File: src/include/ssid_pkg.sv
// Purpose: Shared constants and types for the sensor scratch/ID register bank
// Assumes: 25 MHz ref_clk; times are given in microseconds
// Notes:   Pointer values are the bus register pointers
package ssid_pkg;

  localparam int unsigned CLK_MHZ = 25;

  // Register pointers
  localparam logic [7:0] PTR_TEMP   = 8'h00;
  localparam logic [7:0] PTR_CFG    = 8'h01;
  localparam logic [7:0] PTR_HIGH   = 8'h02;
  localparam logic [7:0] PTR_UNLOCK = 8'h04;
  localparam logic [7:0] PTR_SCR3   = 8'h07;
  localparam logic [7:0] PTR_SCR4   = 8'h08;
  localparam logic [7:0] PTR_PART   = 8'h0f;

  // Field positions
  localparam int unsigned UNLOCK_BIT    = 15;
  localparam int unsigned BUSY_BIT      = 14;
  localparam int unsigned CFG_CC_BIT    = 10;
  localparam int unsigned CFG_CYC_BIT   = 7;
  localparam int unsigned CFG_AVG_LSB   = 5;
  localparam int unsigned CFG_ASEL_BIT  = 2;
  localparam logic [15:0] CFG_WR_MASK   = 16'h04e4;

  // Reset values
  localparam logic [15:0] TEMP_RST = 16'h0000;
  localparam logic [15:0] CFG_RST  = 16'h0420;
  localparam logic [15:0] HIGH_RST = 16'h6000;
  localparam logic [15:0] SCR3_RST = 16'h0000;

  // Averaging codes
  localparam logic [1:0] AVG_NONE = 2'h0;
  localparam logic [1:0] AVG_8    = 2'h1;
  localparam logic [1:0] AVG_32   = 2'h2;
  localparam logic [1:0] AVG_64   = 2'h3;

  // Bus constants
  localparam logic [7:0] GC_ADDR      = 8'h00;
  localparam logic [7:0] GC_RESET_CMD = 8'h06;

  // Times in microseconds
  localparam int unsigned RESET_US     = 1500;
  localparam int unsigned ACT_NONE_US  = 15500;
  localparam int unsigned ACT_8_US     = 125000;
  localparam int unsigned ACT_32_US    = 500000;
  localparam int unsigned ACT_64_US    = 1000000;
  localparam int unsigned CYC_LONG_US  = 16000000;
  localparam int unsigned NVM_PROG_US  = 7000;

  // Nonvolatile slots
  localparam int unsigned NVM_WORDS     = 3;
  localparam logic [1:0]  NVM_SLOT_HIGH = 2'h0;
  localparam logic [1:0]  NVM_SLOT_SCR3 = 2'h1;
  localparam logic [1:0]  NVM_SLOT_SCR4 = 2'h2;

  typedef enum logic [2:0] {
    BUS_IDLE, BUS_RX, BUS_RX_ACK, BUS_TX, BUS_TX_ACK
  } ssid_bus_st_t;

  typedef enum logic [2:0] {
    ROLE_ADDR, ROLE_PTR, ROLE_DATA, ROLE_GC, ROLE_END
  } ssid_role_t;

  typedef enum logic [1:0] {
    CONV_IDLE, CONV_RUN
  } ssid_conv_st_t;

  typedef struct packed {
    logic        valid;
    logic [1:0]  slot;
    logic [15:0] data;
  } ssid_nvm_req_t;

endpackage : ssid_pkg

File: src/hdl/ssid_nvm.sv
// Purpose: Nonvolatile word store with timed programming
// Assumes: Requests arriving while busy are dropped by the requester
// Notes:   Contents return to factory values only on power-up reset
`timescale 1ns/100ps
`default_nettype none
module ssid_nvm #(
  parameter int unsigned                  WORDS    = ssid_pkg::NVM_WORDS,
  parameter int unsigned                  PROG_CYC = 175000,
  parameter logic [WORDS-1:0][15:0]       FACTORY  = '0
) (
  input  wire logic                       ref_clk,
  input  wire logic                       reset,
  input  wire ssid_pkg::ssid_nvm_req_t    req,
  output logic                            busy,
  output logic [WORDS-1:0][15:0]          words
);

  typedef struct packed {
    logic [WORDS-1:0][15:0] mem;
    logic                   busy;
    logic [31:0]            cnt;
    logic [1:0]             slot;
    logic [15:0]            data;
  } ssid_nvm_st_t;

  ssid_nvm_st_t q;
  ssid_nvm_st_t d;

  always_comb begin
    d = q;
    if (q.busy) begin
      if (q.cnt == 32'(PROG_CYC - 1)) begin
        if (32'(q.slot) < 32'(WORDS)) begin
          d.mem[q.slot] = q.data;
        end
        d.busy = 1'b0;
      end else begin
        d.cnt = q.cnt + 32'h1;
      end
    end else if (req.valid) begin
      d.busy = 1'b1;
      d.cnt  = 32'h0;
      d.slot = req.slot;
      d.data = req.data;
    end
    if (reset) begin
      d     = '0;
      d.mem = FACTORY;
    end
  end

  always_ff @(posedge ref_clk) begin
    q <= d;
  end

  assign busy  = q.busy;
  assign words = q.mem;

endmodule : ssid_nvm
`default_nettype wire

File: src/hdl/ssid_regs.sv
// Purpose: Two-wire bus target with scratch, limit and ID registers
// Assumes: SCL/SDA/address straps are asynchronous pins
// Notes:   Temperature value comes from an external converter on ref_clk
//
// Summary of operation
// Scratch word at 07h, sixteen bits read/write, resets to zero.
// Second scratch word at 08h, reset value device dependent.
// Both scratch words follow the same lock-dependent write handling.
// Locked writes update logic only; unlocked writes also program storage.
// Read-only sixteen-bit part code at 0Fh.
// Bus target only: clock input, data bidirectional, alert output.
// Two strap pins pick one of four bus addresses.
// Alert flags limit crossing or conversion end for host interrupt.
// Averaging of 8, 32 or 64 samples, or none.
// 8-sample conversion is 125 ms active, rest of cycle standby.
// General-call reset reloads in 1.5 ms, then all sample together.
// Host reads each result within the 16 s cycle.
// High limit at 02h reloads from storage after any reset.
// Scratch words reload from storage after any reset.
`timescale 1ns/100ps
`default_nettype none
module ssid_regs #(
  parameter logic [6:0]  ADDR_BASE    = 7'h40,
  parameter logic [15:0] PART_CODE    = 16'h5a5a, // Arbitrary value
  parameter logic [15:0] SCR4_FACTORY = 16'h0000,
  parameter int unsigned RESET_CYC    = ssid_pkg::RESET_US * ssid_pkg::CLK_MHZ,
  parameter int unsigned ACT0_CYC     = ssid_pkg::ACT_NONE_US*ssid_pkg::CLK_MHZ,
  parameter int unsigned ACT8_CYC     = ssid_pkg::ACT_8_US * ssid_pkg::CLK_MHZ,
  parameter int unsigned ACT32_CYC    = ssid_pkg::ACT_32_US * ssid_pkg::CLK_MHZ,
  parameter int unsigned ACT64_CYC    = ssid_pkg::ACT_64_US * ssid_pkg::CLK_MHZ,
  parameter int unsigned CYC_LONG     = ssid_pkg::CYC_LONG_US*ssid_pkg::CLK_MHZ,
  parameter int unsigned NVM_PROG_CYC = ssid_pkg::NVM_PROG_US*ssid_pkg::CLK_MHZ
) (
  input  wire logic        ref_clk,
  input  wire logic        reset,
  input  wire logic        scl_i,
  input  wire logic        sda_i,
  output logic             sda_o,
  output logic             sda_oe,
  output logic             alert_o,
  output logic             alert_oe,
  input  wire logic [1:0]  addr_sel,
  input  wire logic [15:0] temp_sample,
  output logic             conv_active
);

  typedef struct packed {
    logic                    scl_s1, scl_s2, scl_s3;
    logic                    sda_s1, sda_s2, sda_s3;
    logic [1:0]              asel_s1, asel_s2;
    ssid_pkg::ssid_bus_st_t  bus;
    ssid_pkg::ssid_role_t    role;
    logic [3:0]              bit_cnt;
    logic [7:0]              sh;
    logic                    rw;
    logic [7:0]              ptr;
    logic                    lo_next;
    logic [7:0]              wbuf;
    logic [15:0]             tx;
    logic                    tx_lo;
    logic                    sda_oe;
    logic                    sda_o;
    logic [15:0]             temp;
    logic [15:0]             cfg;
    logic [15:0]             high;
    logic                    unlock;
    logic [15:0]             scr3;
    logic [15:0]             scr4;
    logic                    rld;
    logic [31:0]             rcnt;
    ssid_pkg::ssid_conv_st_t conv;
    logic [31:0]             ccnt;
    logic                    drdy;
    logic                    act;
    logic                    alert_oe;
    logic                    alert_o;
    ssid_pkg::ssid_nvm_req_t nvm_req;
  } ssid_st_t;

  ssid_st_t                                q;
  ssid_st_t                                d;
  logic                                    nvm_busy;
  logic [ssid_pkg::NVM_WORDS-1:0][15:0]    nvm_words;
  logic                                    scl_rise, scl_fall, bus_start;
  logic                                    bus_stop;
  logic [15:0]                             wdata;
  logic [15:0]                             rd_word;
  logic [31:0]                             act_cyc;
  logic [31:0]                             period;

  ssid_nvm #(
    .WORDS    (ssid_pkg::NVM_WORDS),
    .PROG_CYC (NVM_PROG_CYC),
    .FACTORY  ({SCR4_FACTORY, ssid_pkg::SCR3_RST, ssid_pkg::HIGH_RST})
  ) u_nvm (
    .ref_clk (ref_clk),
    .reset   (reset),
    .req     (q.nvm_req),
    .busy    (nvm_busy),
    .words   (nvm_words)
  );

  function automatic logic [15:0] read_mux(input ssid_st_t s,
                                           input logic     busy);
    case (s.ptr)
      ssid_pkg::PTR_TEMP:   read_mux = s.temp;
      ssid_pkg::PTR_CFG:    read_mux = s.cfg;
      ssid_pkg::PTR_HIGH:   read_mux = s.high;
      ssid_pkg::PTR_UNLOCK: read_mux = {s.unlock, busy, 14'h0000};
      ssid_pkg::PTR_SCR3:   read_mux = s.scr3;
      ssid_pkg::PTR_SCR4:   read_mux = s.scr4;
      ssid_pkg::PTR_PART:   read_mux = PART_CODE;
      default:              read_mux = 16'h0000;
    endcase
  endfunction : read_mux

  function automatic logic [31:0] act_cycles(input logic [1:0] avg);
    case (avg)
      ssid_pkg::AVG_NONE: act_cycles = 32'(ACT0_CYC);
      ssid_pkg::AVG_8:    act_cycles = 32'(ACT8_CYC);
      ssid_pkg::AVG_32:   act_cycles = 32'(ACT32_CYC);
      default:            act_cycles = 32'(ACT64_CYC);
    endcase
  endfunction : act_cycles

  assign scl_rise  = q.scl_s2 & ~q.scl_s3;
  assign scl_fall  = ~q.scl_s2 & q.scl_s3;
  assign bus_start = q.scl_s2 & q.scl_s3 & q.sda_s3 & ~q.sda_s2;
  assign bus_stop  = q.scl_s2 & q.scl_s3 & ~q.sda_s3 & q.sda_s2;
  assign wdata     = {q.wbuf, q.sh};
  assign rd_word   = read_mux(q, nvm_busy);
  assign act_cyc   = act_cycles(q.cfg[ssid_pkg::CFG_AVG_LSB +: 2]);
  assign period    = q.cfg[ssid_pkg::CFG_CYC_BIT] ? 32'(CYC_LONG) : act_cyc;

  always_comb begin
    d = q;
    // Pin synchronisers
    d.scl_s1  = scl_i;
    d.scl_s2  = q.scl_s1;
    d.scl_s3  = q.scl_s2;
    d.sda_s1  = sda_i;
    d.sda_s2  = q.sda_s1;
    d.sda_s3  = q.sda_s2;
    d.asel_s1 = addr_sel;
    d.asel_s2 = q.asel_s1;
    d.nvm_req.valid = 1'b0;

    if (bus_start) begin
      d.bus     = ssid_pkg::BUS_RX;
      d.role    = ssid_pkg::ROLE_ADDR;
      d.bit_cnt = 4'h0;
      d.sda_oe  = 1'b0;
    end else if (bus_stop) begin
      d.bus    = ssid_pkg::BUS_IDLE;
      d.sda_oe = 1'b0;
    end else if (scl_rise) begin
      case (q.bus)
        ssid_pkg::BUS_RX: begin
          d.sh      = {q.sh[6:0], q.sda_s2};
          d.bit_cnt = q.bit_cnt + 4'h1;
        end
        ssid_pkg::BUS_TX_ACK: begin
          if (q.sda_s2) begin
            d.bus = ssid_pkg::BUS_IDLE;
          end
        end
        default: ;
      endcase
    end else if (scl_fall) begin
      case (q.bus)
        ssid_pkg::BUS_RX: begin
          if (q.bit_cnt == 4'h8) begin
            d.bus     = ssid_pkg::BUS_RX_ACK;
            d.sda_oe  = 1'b1;
            d.bit_cnt = 4'h0;
            case (q.role)
              ssid_pkg::ROLE_ADDR: begin
                d.rw = q.sh[0];
                if (q.sh[7:1] == {ADDR_BASE[6:2], q.asel_s2}) begin
                  d.role = ssid_pkg::ROLE_ADDR;
                end else if (q.sh == ssid_pkg::GC_ADDR) begin
                  d.role = ssid_pkg::ROLE_GC;
                end else begin
                  d.bus    = ssid_pkg::BUS_IDLE;
                  d.sda_oe = 1'b0;
                end
              end
              ssid_pkg::ROLE_PTR: begin
                d.ptr     = q.sh;
                d.lo_next = 1'b0;
                d.role    = ssid_pkg::ROLE_DATA;
              end
              ssid_pkg::ROLE_DATA: begin
                d.lo_next = ~q.lo_next;
                if (!q.lo_next) begin
                  d.wbuf = q.sh;
                end else begin
                  case (q.ptr)
                    ssid_pkg::PTR_CFG:
                      d.cfg = wdata & ssid_pkg::CFG_WR_MASK;
                    ssid_pkg::PTR_HIGH: d.high = wdata;
                    ssid_pkg::PTR_UNLOCK:
                      d.unlock = wdata[ssid_pkg::UNLOCK_BIT];
                    ssid_pkg::PTR_SCR3: d.scr3 = wdata;
                    ssid_pkg::PTR_SCR4: d.scr4 = wdata;
                    default: ;
                  endcase
                  // Unlocked writes also program the backing word
                  if (q.unlock && !nvm_busy) begin
                    d.nvm_req.data = wdata;
                    case (q.ptr)
                      ssid_pkg::PTR_HIGH: begin
                        d.nvm_req.valid = 1'b1;
                        d.nvm_req.slot  = ssid_pkg::NVM_SLOT_HIGH;
                      end
                      ssid_pkg::PTR_SCR3: begin
                        d.nvm_req.valid = 1'b1;
                        d.nvm_req.slot  = ssid_pkg::NVM_SLOT_SCR3;
                      end
                      ssid_pkg::PTR_SCR4: begin
                        d.nvm_req.valid = 1'b1;
                        d.nvm_req.slot  = ssid_pkg::NVM_SLOT_SCR4;
                      end
                      default: ;
                    endcase
                  end
                end
              end
              ssid_pkg::ROLE_GC: begin
                if (q.sh == ssid_pkg::GC_RESET_CMD) begin
                  d.role = ssid_pkg::ROLE_END;
                  d.rld  = 1'b1;
                  d.rcnt = 32'h0;
                end else begin
                  d.bus    = ssid_pkg::BUS_IDLE;
                  d.sda_oe = 1'b0;
                end
              end
              default: begin
                d.bus    = ssid_pkg::BUS_IDLE;
                d.sda_oe = 1'b0;
              end
            endcase
          end
        end
        ssid_pkg::BUS_RX_ACK: begin
          d.sda_oe  = 1'b0;
          d.bit_cnt = 4'h0;
          d.bus     = ssid_pkg::BUS_RX;
          if (q.role == ssid_pkg::ROLE_ADDR && q.rw) begin
            d.tx      = {rd_word[14:0], 1'b0};
            d.sda_oe  = ~rd_word[15];
            d.tx_lo   = 1'b0;
            d.bit_cnt = 4'h1;
            d.bus     = ssid_pkg::BUS_TX;
            if (q.ptr == ssid_pkg::PTR_TEMP) begin
              d.drdy = 1'b0;
            end
          end else if (q.role == ssid_pkg::ROLE_ADDR) begin
            d.role = ssid_pkg::ROLE_PTR;
          end else if (q.role == ssid_pkg::ROLE_END) begin
            d.bus = ssid_pkg::BUS_IDLE;
          end
        end
        ssid_pkg::BUS_TX: begin
          if (q.bit_cnt == 4'h8) begin
            d.sda_oe = 1'b0;
            d.bus    = ssid_pkg::BUS_TX_ACK;
          end else begin
            d.sda_oe  = ~q.tx[15];
            d.tx      = {q.tx[14:0], 1'b0};
            d.bit_cnt = q.bit_cnt + 4'h1;
          end
        end
        ssid_pkg::BUS_TX_ACK: begin
          d.bus     = ssid_pkg::BUS_TX;
          d.bit_cnt = 4'h1;
          d.tx_lo   = ~q.tx_lo;
          if (!q.tx_lo) begin
            d.sda_oe = ~q.tx[15];
            d.tx     = {q.tx[14:0], 1'b0};
          end else begin
            d.tx     = {rd_word[14:0], 1'b0};
            d.sda_oe = ~rd_word[15];
            if (q.ptr == ssid_pkg::PTR_TEMP) begin
              d.drdy = 1'b0;
            end
          end
        end
        default: ;
      endcase
    end

    // Conversion sequencing; set of the ready flag wins over its clear
    if (q.rld) begin
      d.high   = nvm_words[ssid_pkg::NVM_SLOT_HIGH];
      d.scr3   = nvm_words[ssid_pkg::NVM_SLOT_SCR3];
      d.scr4   = nvm_words[ssid_pkg::NVM_SLOT_SCR4];
      d.cfg    = ssid_pkg::CFG_RST;
      d.unlock = 1'b0;
      d.drdy   = 1'b0;
      d.conv   = ssid_pkg::CONV_IDLE;
      d.rcnt   = q.rcnt + 32'h1;
      if (q.rcnt == 32'(RESET_CYC - 1)) begin
        d.rld  = 1'b0;
        d.conv = ssid_pkg::CONV_RUN;
        d.ccnt = 32'h0;
      end
    end else if (q.conv == ssid_pkg::CONV_RUN) begin
      d.ccnt = q.ccnt + 32'h1;
      if (q.ccnt == act_cyc - 32'h1) begin
        d.temp = temp_sample;
        d.drdy = 1'b1;
      end
      if (q.ccnt >= act_cyc - 32'h1 && q.ccnt >= period - 32'h1) begin
        d.ccnt = 32'h0;
        if (!q.cfg[ssid_pkg::CFG_CC_BIT]) begin
          d.conv = ssid_pkg::CONV_IDLE;
        end
      end
    end else if (q.cfg[ssid_pkg::CFG_CC_BIT]) begin
      d.conv = ssid_pkg::CONV_RUN;
      d.ccnt = 32'h0;
    end

    // Active phase only; standby of a long cycle shows low
    d.act = (d.conv == ssid_pkg::CONV_RUN) && (d.ccnt < act_cyc);

    // Open-drain alert, pulled low while active
    d.alert_o  = 1'b0;
    d.alert_oe = q.cfg[ssid_pkg::CFG_ASEL_BIT] ? q.drdy :
                 ($signed(q.temp) > $signed(q.high));
    d.sda_o    = 1'b0;

    if (reset) begin
      d        = '0;
      d.bus    = ssid_pkg::BUS_IDLE;
      d.role   = ssid_pkg::ROLE_ADDR;
      d.conv   = ssid_pkg::CONV_IDLE;
      d.scl_s1 = 1'b1;
      d.scl_s2 = 1'b1;
      d.scl_s3 = 1'b1;
      d.sda_s1 = 1'b1;
      d.sda_s2 = 1'b1;
      d.sda_s3 = 1'b1;
      d.temp   = ssid_pkg::TEMP_RST;
      d.cfg    = ssid_pkg::CFG_RST;
      d.high   = ssid_pkg::HIGH_RST;
      d.scr3   = ssid_pkg::SCR3_RST;
      d.scr4   = SCR4_FACTORY;
      d.rld    = 1'b1;
    end
  end

  always_ff @(posedge ref_clk) begin
    q <= d;
  end

  assign sda_o       = q.sda_o;
  assign sda_oe      = q.sda_oe;
  assign alert_o     = q.alert_o;
  assign alert_oe    = q.alert_oe;
  assign conv_active = q.act;

endmodule : ssid_regs
`default_nettype wire

File: config.mk
export PLATFORM = sky130hd
export DESIGN_NAME = ssid_regs
export DESIGN_NICKNAME = d
export VERILOG_FILES = /design/src/include/ssid_pkg.sv /design/src/hdl/ssid_nvm.sv /design/src/hdl/ssid_regs.sv
export SDC_FILE = /design/constraint.sdc
export NUM_CORES = 1
export LEC_CHECK = 0
export ABC_AREA = 1
export BUFFER_PORTS_ARGS = -buffer_cell sky130_fd_sc_hd__buf_2
export CAP_MARGIN = 20
export CORE_MARGIN = 1.5
export CORE_UTILIZATION = 25
export DETAILED_ROUTE_END_ITERATION = 6
export SLEW_MARGIN = 10
export SYNTH_ARGS = -nofsm -noshare
export SYNTH_HDL_FRONTEND = slang
export SYNTH_SLANG_ARGS = --single-unit
export TNS_END_PERCENT = 5
File: constraint.sdc
create_clock -name ref_clk -period 4.2 [get_ports ref_clk]
set_clock_uncertainty 0.15 [all_clocks]
set_input_delay 0.63 -clock ref_clk [delete_from_list [all_inputs] [get_ports ref_clk]]
set_output_delay 0.63 -clock ref_clk [all_outputs]
set_load 0.01 [all_outputs]
==> flow_metrics.tcl, run 1 <==
set metrics [dict create \
    status "complete, no violations" \
    cts-buffers-inserted 40 \
    core_region_area_mm2 0.0685 \
    seq_area_frac_synth 0.373 \
    drive_gt1_frac 0.0921 \
    fp.dieW_um 266 \
    vias_per_cell 4.82 \
    setup_violations 0 \
    finalPower_mw 6.64 \
    slew_viol_final 0 \
    hold_ws_ps 150 \
    num_vias 16593 \
    ys_warn_count 0 \
    arrival_ps 4250 \
    maxSlewHeadroom 0.417 \
    track_usage 0.147 \
    async_reset_ff_frac 0 \
    grt_pass1_wl_um 83400 \
    avgSynthCellArea_um2 6.92 \
    drv_cap 0 \
    clk-insertion-delay-late_ps 580 \
    syn-cell-area_mm2 0.0172 \
    ys_types 60 \
    power_density_mw_per_mm2 332 \
    num_rows 96 \
    cp-end-kind "register" \
    placed_area_mm2 0.0186 \
    clock_sinks 321 \
    fin_nets 2651 \
    htreeDepth 2 \
    ir_drop_mv 0.258 \
    worstPathMaxFanout 7 \
    portBuffers 24 \
    routed_wl_um 52600 \
    yosys.area.top_type_share 0.373 \
    stdcell_area_mm2 0.0200 \
    antenna_found_initial 1 \
    synth-main-ff-cell "dfxtp_1" \
    timing.final.crit_share 0.936 \
    period_minus_slack_ps 3930 \
    fillers 7439 \
    cp_data_required_time_ps 4520 \
    grt_max_degree 101 \
    initial_utilization 0.252 \
    fin_cells 3446 \
    cts.clk_slew.worst_paths_ps 60 \
    syn2layout_area_growth_pct 16.0 \
    die_h_um 266 \
    yosysMostFrequentCell "nand2_1" \
    synth_commonest_cells "nand2_1, inv_1, dfxtp_1, a21oi_1, o21ai_0" \
    min-delay-path-class "in2reg" \
    worstSetupStartpointType "register" \
    cts_buffer_depth 3 \
    synth_largest_area_cell "dfxtp_1" \
    syn_inst 2491 \
    routedWlPerCell_um 15.3 \
    die_area_mm2 0.0706 \
    worst-setup-path-type "reg2reg" \
    hold_viol_final 0 \
    hpwl_um 37400 \
    drtAntennaViolNets 0 \
    numPlacedInstances 3371 \
    gp_congestion 0.931 \
    drtPass1Iterations 6 \
    p_leak_nw 7.77 \
    root_buffer "clkbuf_16" \
    synth.area.top_cells "dfxtp_1, nand2_1, a21oi_1" \
    worstMarginPinSlew_ps 875 \
    grt_pass1_vias 15006 \
    fmax_mhz 254 \
    drc 0 \
    grt_overflow 0 \
    num_io_pins 27 \
    synth-seq-cells 321 \
    synth_edf_count 0 \
    cts_tree "done" \
    drt-initial-drc-count 1370 \
]
-- registers in the layout, indices dropped and copies added, names as in the netlist --
signal and flops:
q 219, u_nvm.q 50, u_nvm.words 48, alert_oe 1
conv_active 1, sda_oe 1, u_nvm.busy 1
-- through the flow --
| step | TNS, ps | utilization | setup slack, ps |
|---|---|---|---|
| after floorplan | 0 | - | 272 |
| after global placement | 0 | 0.272 | 223 |
| after detailed placement | 0 | 0.272 | 156 |
| after CTS | 0 | 0.291 | 132 |
| after global routing | -48.8 | 0.292 | -48.8 |
| final | 0 | 0.292 | 269 |
-- layout make-up --
type                            instances  area (um^2)  share of cell area
Clock inverter                         12          149             0.00744
Tap cell                              882         1100              0.0552
Timing Repair Buffer                   90          638              0.0319
Sequential cell                       321         6430               0.321
Inverter                              363         1370              0.0684
Clock buffer                           58         1150              0.0574
Antenna cell                            1         2.50            0.000125
Multi-Input combinational cell       1719         9160               0.458
-- logic make-up (layout without fill, tap and decap cells) --
kind of cell    Yosys count  in the layout  share of synthesized area
compound gates          657            657                      0.206
xor+xnor                 13             13                    0.00660
fa+ha+maj                94             94                     0.0682
buf+inv                 454            523                      0.100
flops                   321            321                      0.373
other cells               1              5                   0.000217
simple gates            951            951                      0.246
-- placed cells by master, fill, tap and decap left out, types with 11 or more instances in the layout --
cell type	n
a21oi_1	283
a221oi_1	12
a31oi_1	36
buf_2	23
buf_4	64
clkbuf_16	40
dfxtp_1	319
ha_1	93
inv_1	341
inv_2	18
nand2_1	441
nand3_1	96
nand4_1	45
nor2_1	212
nor2_2	16
nor3_1	68
nor4_1	21
o21ai_0	238
o21ai_1	13
o22ai_1	19
xor2_1	11
-- layer usage --
metal	share of wire	routed length, um	up-vias	global-route usage
met3	0.063	3330	76	0.0262
met5	0	0	-	0
met4	0.019	1020	0	0.0342
met1	0.48	25000	7642	0.206
met2	0.44	23200	450	0.232
li1	-	-	8425	-
-- power breakdown --
group	leakage [nW]	switching, mW	internal, mW
Sequential	2.59	0.00809	3.06
Clock	0.632	1.40	2.03
Combinational	4.55	0.108	0.0425
-- what timing repair did --
| item | 4_1_cts | 5_1_grt |
|---|---|---|
| hold buffers | 0 | 0 |
| setup buffers | 0 | 4 |
| gates resized for setup | 0 | 31 |
| endpoints found under the setup margin | 0 | 1 |
-- worst paths after layout --
path         slack, ps  depth (start not counted)   start          end
max                270                         27  q[145]  conv_active
min                150                          2   sda_i       q[232]
max reg2reg        270                         27  q[145]  conv_active
min reg2reg        260                          1  q[235]       q[234]
-- critical path: stages, from the launching register on --
cell and delay [ps]:
dfxtp_2 340, buf_4 150, ha_2 200, buf_4 150, nor2_1 60, buf_4 160, ha_1 270, nand2_1 40
nor2_1 180, nand4_1 110, nor3_1 210, buf_4 170, nand2_1 70, nand2_1 80, nand2_2 100, inv_4 80
buf_6 130, o21ai_0 90, nand2_1 100, nand2_1 60, ha_1 280, nand2_1 50, inv_1 60, nand3_1 100
nor3_1 210, nand2_1 80, nand2_2 70, a21oi_1 60
(Power assumes the default switching activity.)
==> run 2, diff against run 1 <==
--- a/config.mk
+++ b/config.mk
@@ -10,2 +10,4 @@
 export CAP_MARGIN = 20
+export CELL_PAD_IN_SITES_DETAIL_PLACEMENT = 0
+export CELL_PAD_IN_SITES_GLOBAL_PLACEMENT = 1
 export CORE_MARGIN = 1.5
@@ -13,2 +15,3 @@
 export DETAILED_ROUTE_END_ITERATION = 6
+export PLACE_DENSITY_LB_ADDON = 0.1
 export SLEW_MARGIN = 10
--- a/constraint.sdc
+++ b/constraint.sdc
@@ -4,2 +4,2 @@
 set_output_delay 0.63 -clock ref_clk [all_outputs]
-set_load 0.01 [all_outputs]
+set_load 0.1 [all_outputs]
==> flow_metrics.tcl, run 2 (synthesis gave the netlist of run 1 again) <==
set metrics [dict create \
    status "complete, no violations" \
    setup_ws_ps 250 \
    worstSetupStartpointType "register" \
    routedWlPerCell_um 18.7 \
    hpwl_um 47900 \
    ir_drop_mv 0.229 \
    stdcell_area_mm2 0.0204 \
    portBuffers 24 \
    power_switching_mw 1.61 \
    cts-buffers-inserted 43 \
    p_clk_frac 0.538 \
    drc 0 \
    drt-initial-drc-count 1181 \
    num_vias 16808 \
    timing.final.crit_share 0.940 \
    core_region_area_mm2 0.0685 \
    p_leak_nw 7.98 \
    worstPathMaxFanout 8 \
    root_buffer "clkbuf_16" \
    routed_wl_um 65200 \
    cts_buffer_depth 3 \
    grt_pass1_wl_um 99800 \
    final_common_cell "nand2_1" \
    fp.dieW_um 266 \
    power_density_mw_per_mm2 342 \
    arrival_ps 4270 \
    place_ws_ps -59.5 \
    drtAntennaViolNets 0 \
    antenna_found_initial 0 \
    hold_viol_final 0 \
    cts.clk_slew.worst_paths_ps 60 \
    drtPass1Iterations 6 \
    num_rows 96 \
    seq_area_mm2 0.00643 \
    hold_ws_ps 98.8 \
    worstMarginPinSlew_ps 964 \
    cts_tree "done" \
    period_minus_slack_ps 3950 \
    grt_overflow 0 \
    grt_max_degree 83 \
    finalPower_mw 6.98 \
    track_usage 0.185 \
    largest_register "q" \
    finish.utilization 0.298 \
    setup_violations 0 \
    maxSlewHeadroom 0.355 \
    clock_sinks 321 \
    intPower_mw 5.37 \
    initial_utilization 0.252 \
    gp_congestion 0.847 \
    cts_hold_buf 0 \
    fin_nets 2683 \
    num_io_pins 27 \
    vias_per_cell 4.83 \
    syn2layout_area_growth_pct 18.4 \
    final_cell_mix "nand2_1, inv_1, dfxtp_1" \
    slew_viol_final 0 \
    placed_area_mm2 0.0188 \
    drv_cap 0 \
    grt_pass1_vias 16240 \
    cp-end-kind "register" \
    clk-insertion-delay-late_ps 580 \
    fillers 7591 \
    htreeDepth 2 \
    cp_data_required_time_ps 4520 \
    multiInputGateArea_mm2 0.00922 \
    p_seq_frac 0.439 \
    fmax_mhz 253 \
    p_comb_frac 0.023 \
    die_h_um 266 \
    worst-setup-path-type "reg2reg" \
    min-delay-path-class "in2reg" \
    die_area_mm2 0.0706 \
    largest_reg_flops 219 \
    antennaDiodeCount 0 \
    drive_gt1_frac 0.110 \
    switching_share 0.230 \
]
[run 2: cell count changes in the layout (fill, tap and decap cells not counted), moves of 3 or more]
cell and delta:
o21ai_1 +3, clkinv_2 +3, a21oi_1 -3, buf_4 +29
a21oi_2 +3, ha_1 -4, ha_2 +3, clkbuf_16 +4
[run 2: layer usage]
| layer | track usage | up-vias | wire length, um |
|---|---|---|---|
| met5 | 0 | - | 0 |
| met4 | 0.0455 | 0 | 1320 |
| met3 | 0.0233 | 75 | 2820 |
| met2 | 0.287 | 293 | 28300 |
| met1 | 0.269 | 7953 | 32700 |
| li1 | - | 8487 | - |
[run 2: path summary, 6_finish.rpt]
check | startpoint | end | slack, ps | cells after the start
hold / removal | sda_i | q[232] | 100 | 2
setup reg to reg | q[145] | conv_active | 250 | 27
setup / recovery | q[145] | conv_active | 250 | 27
hold reg to reg | q[229] | q[227] | 260 | 2
[run 2: power by group through the flow]
| stage | registers [mW] | logic (mW) | clock network [mW] |
|---|---|---|---|
| 3_3_place_gp | 3.13 | 0.165 | 0 |
| 3_5_place_dp | 3.13 | 0.165 | 0 |
| 2_1_floorplan | 3.13 | 0.109 | 0 |
| 6_report | 3.06 | 0.163 | 3.75 |
| 4_1_cts | 3.06 | 0.165 | 3.87 |
| 5_1_grt | 3.06 | 0.184 | 3.99 |
[run 2: stage by stage]
| stage | instances | setup TNS (ps) |
|---|---|---|
| after floorplan | 2494 | 0 |
| after CTS | 3475 | 0 |
| after global placement | 3400 | -11.4 |
| after global routing | 3479 | -21.2 |
| after detailed placement | 3400 | -59.5 |
| final | 3479 | 0 |
[run 2: repair_timing]
action                     CTS  global route
pin swaps                    0             9
cloned                       0             0
setup endpoints to repair    1             1
buffers inserted             0             4
gates resized for setup      3            47
[run 2: area by class of cell]
cell class | instances | share of cell area
multi-input combinational | 1719 | 0.451
timing repair buffer | 119 | 0.0425
tap | 882 | 0.0541
clock inverter | 12 | 0.00736
inverter | 363 | 0.0671
sequential | 321 | 0.315
clock buffer | 63 | 0.0623
[run 2: critical path, stage by stage (launching register included)]
cell and delay [ps]:
dfxtp_4 360, buf_4 140, ha_1 180, buf_4 220, nor2_1 80, buf_4 160, ha_1 270, nand2_1 50
nor2_1 110, nand4_1 100, nor3_1 240, buf_4 180, nand2_1 50, nand2_1 60, nand2_2 80, clkinv_4 110
buf_8 150, o21ai_1 70, nand2_1 90, nand2_1 60, ha_1 290, nand2_1 60, inv_1 80, nand3_2 90
nor3_2 160, nand2_1 90, nand2_2 100, a21oi_2 60
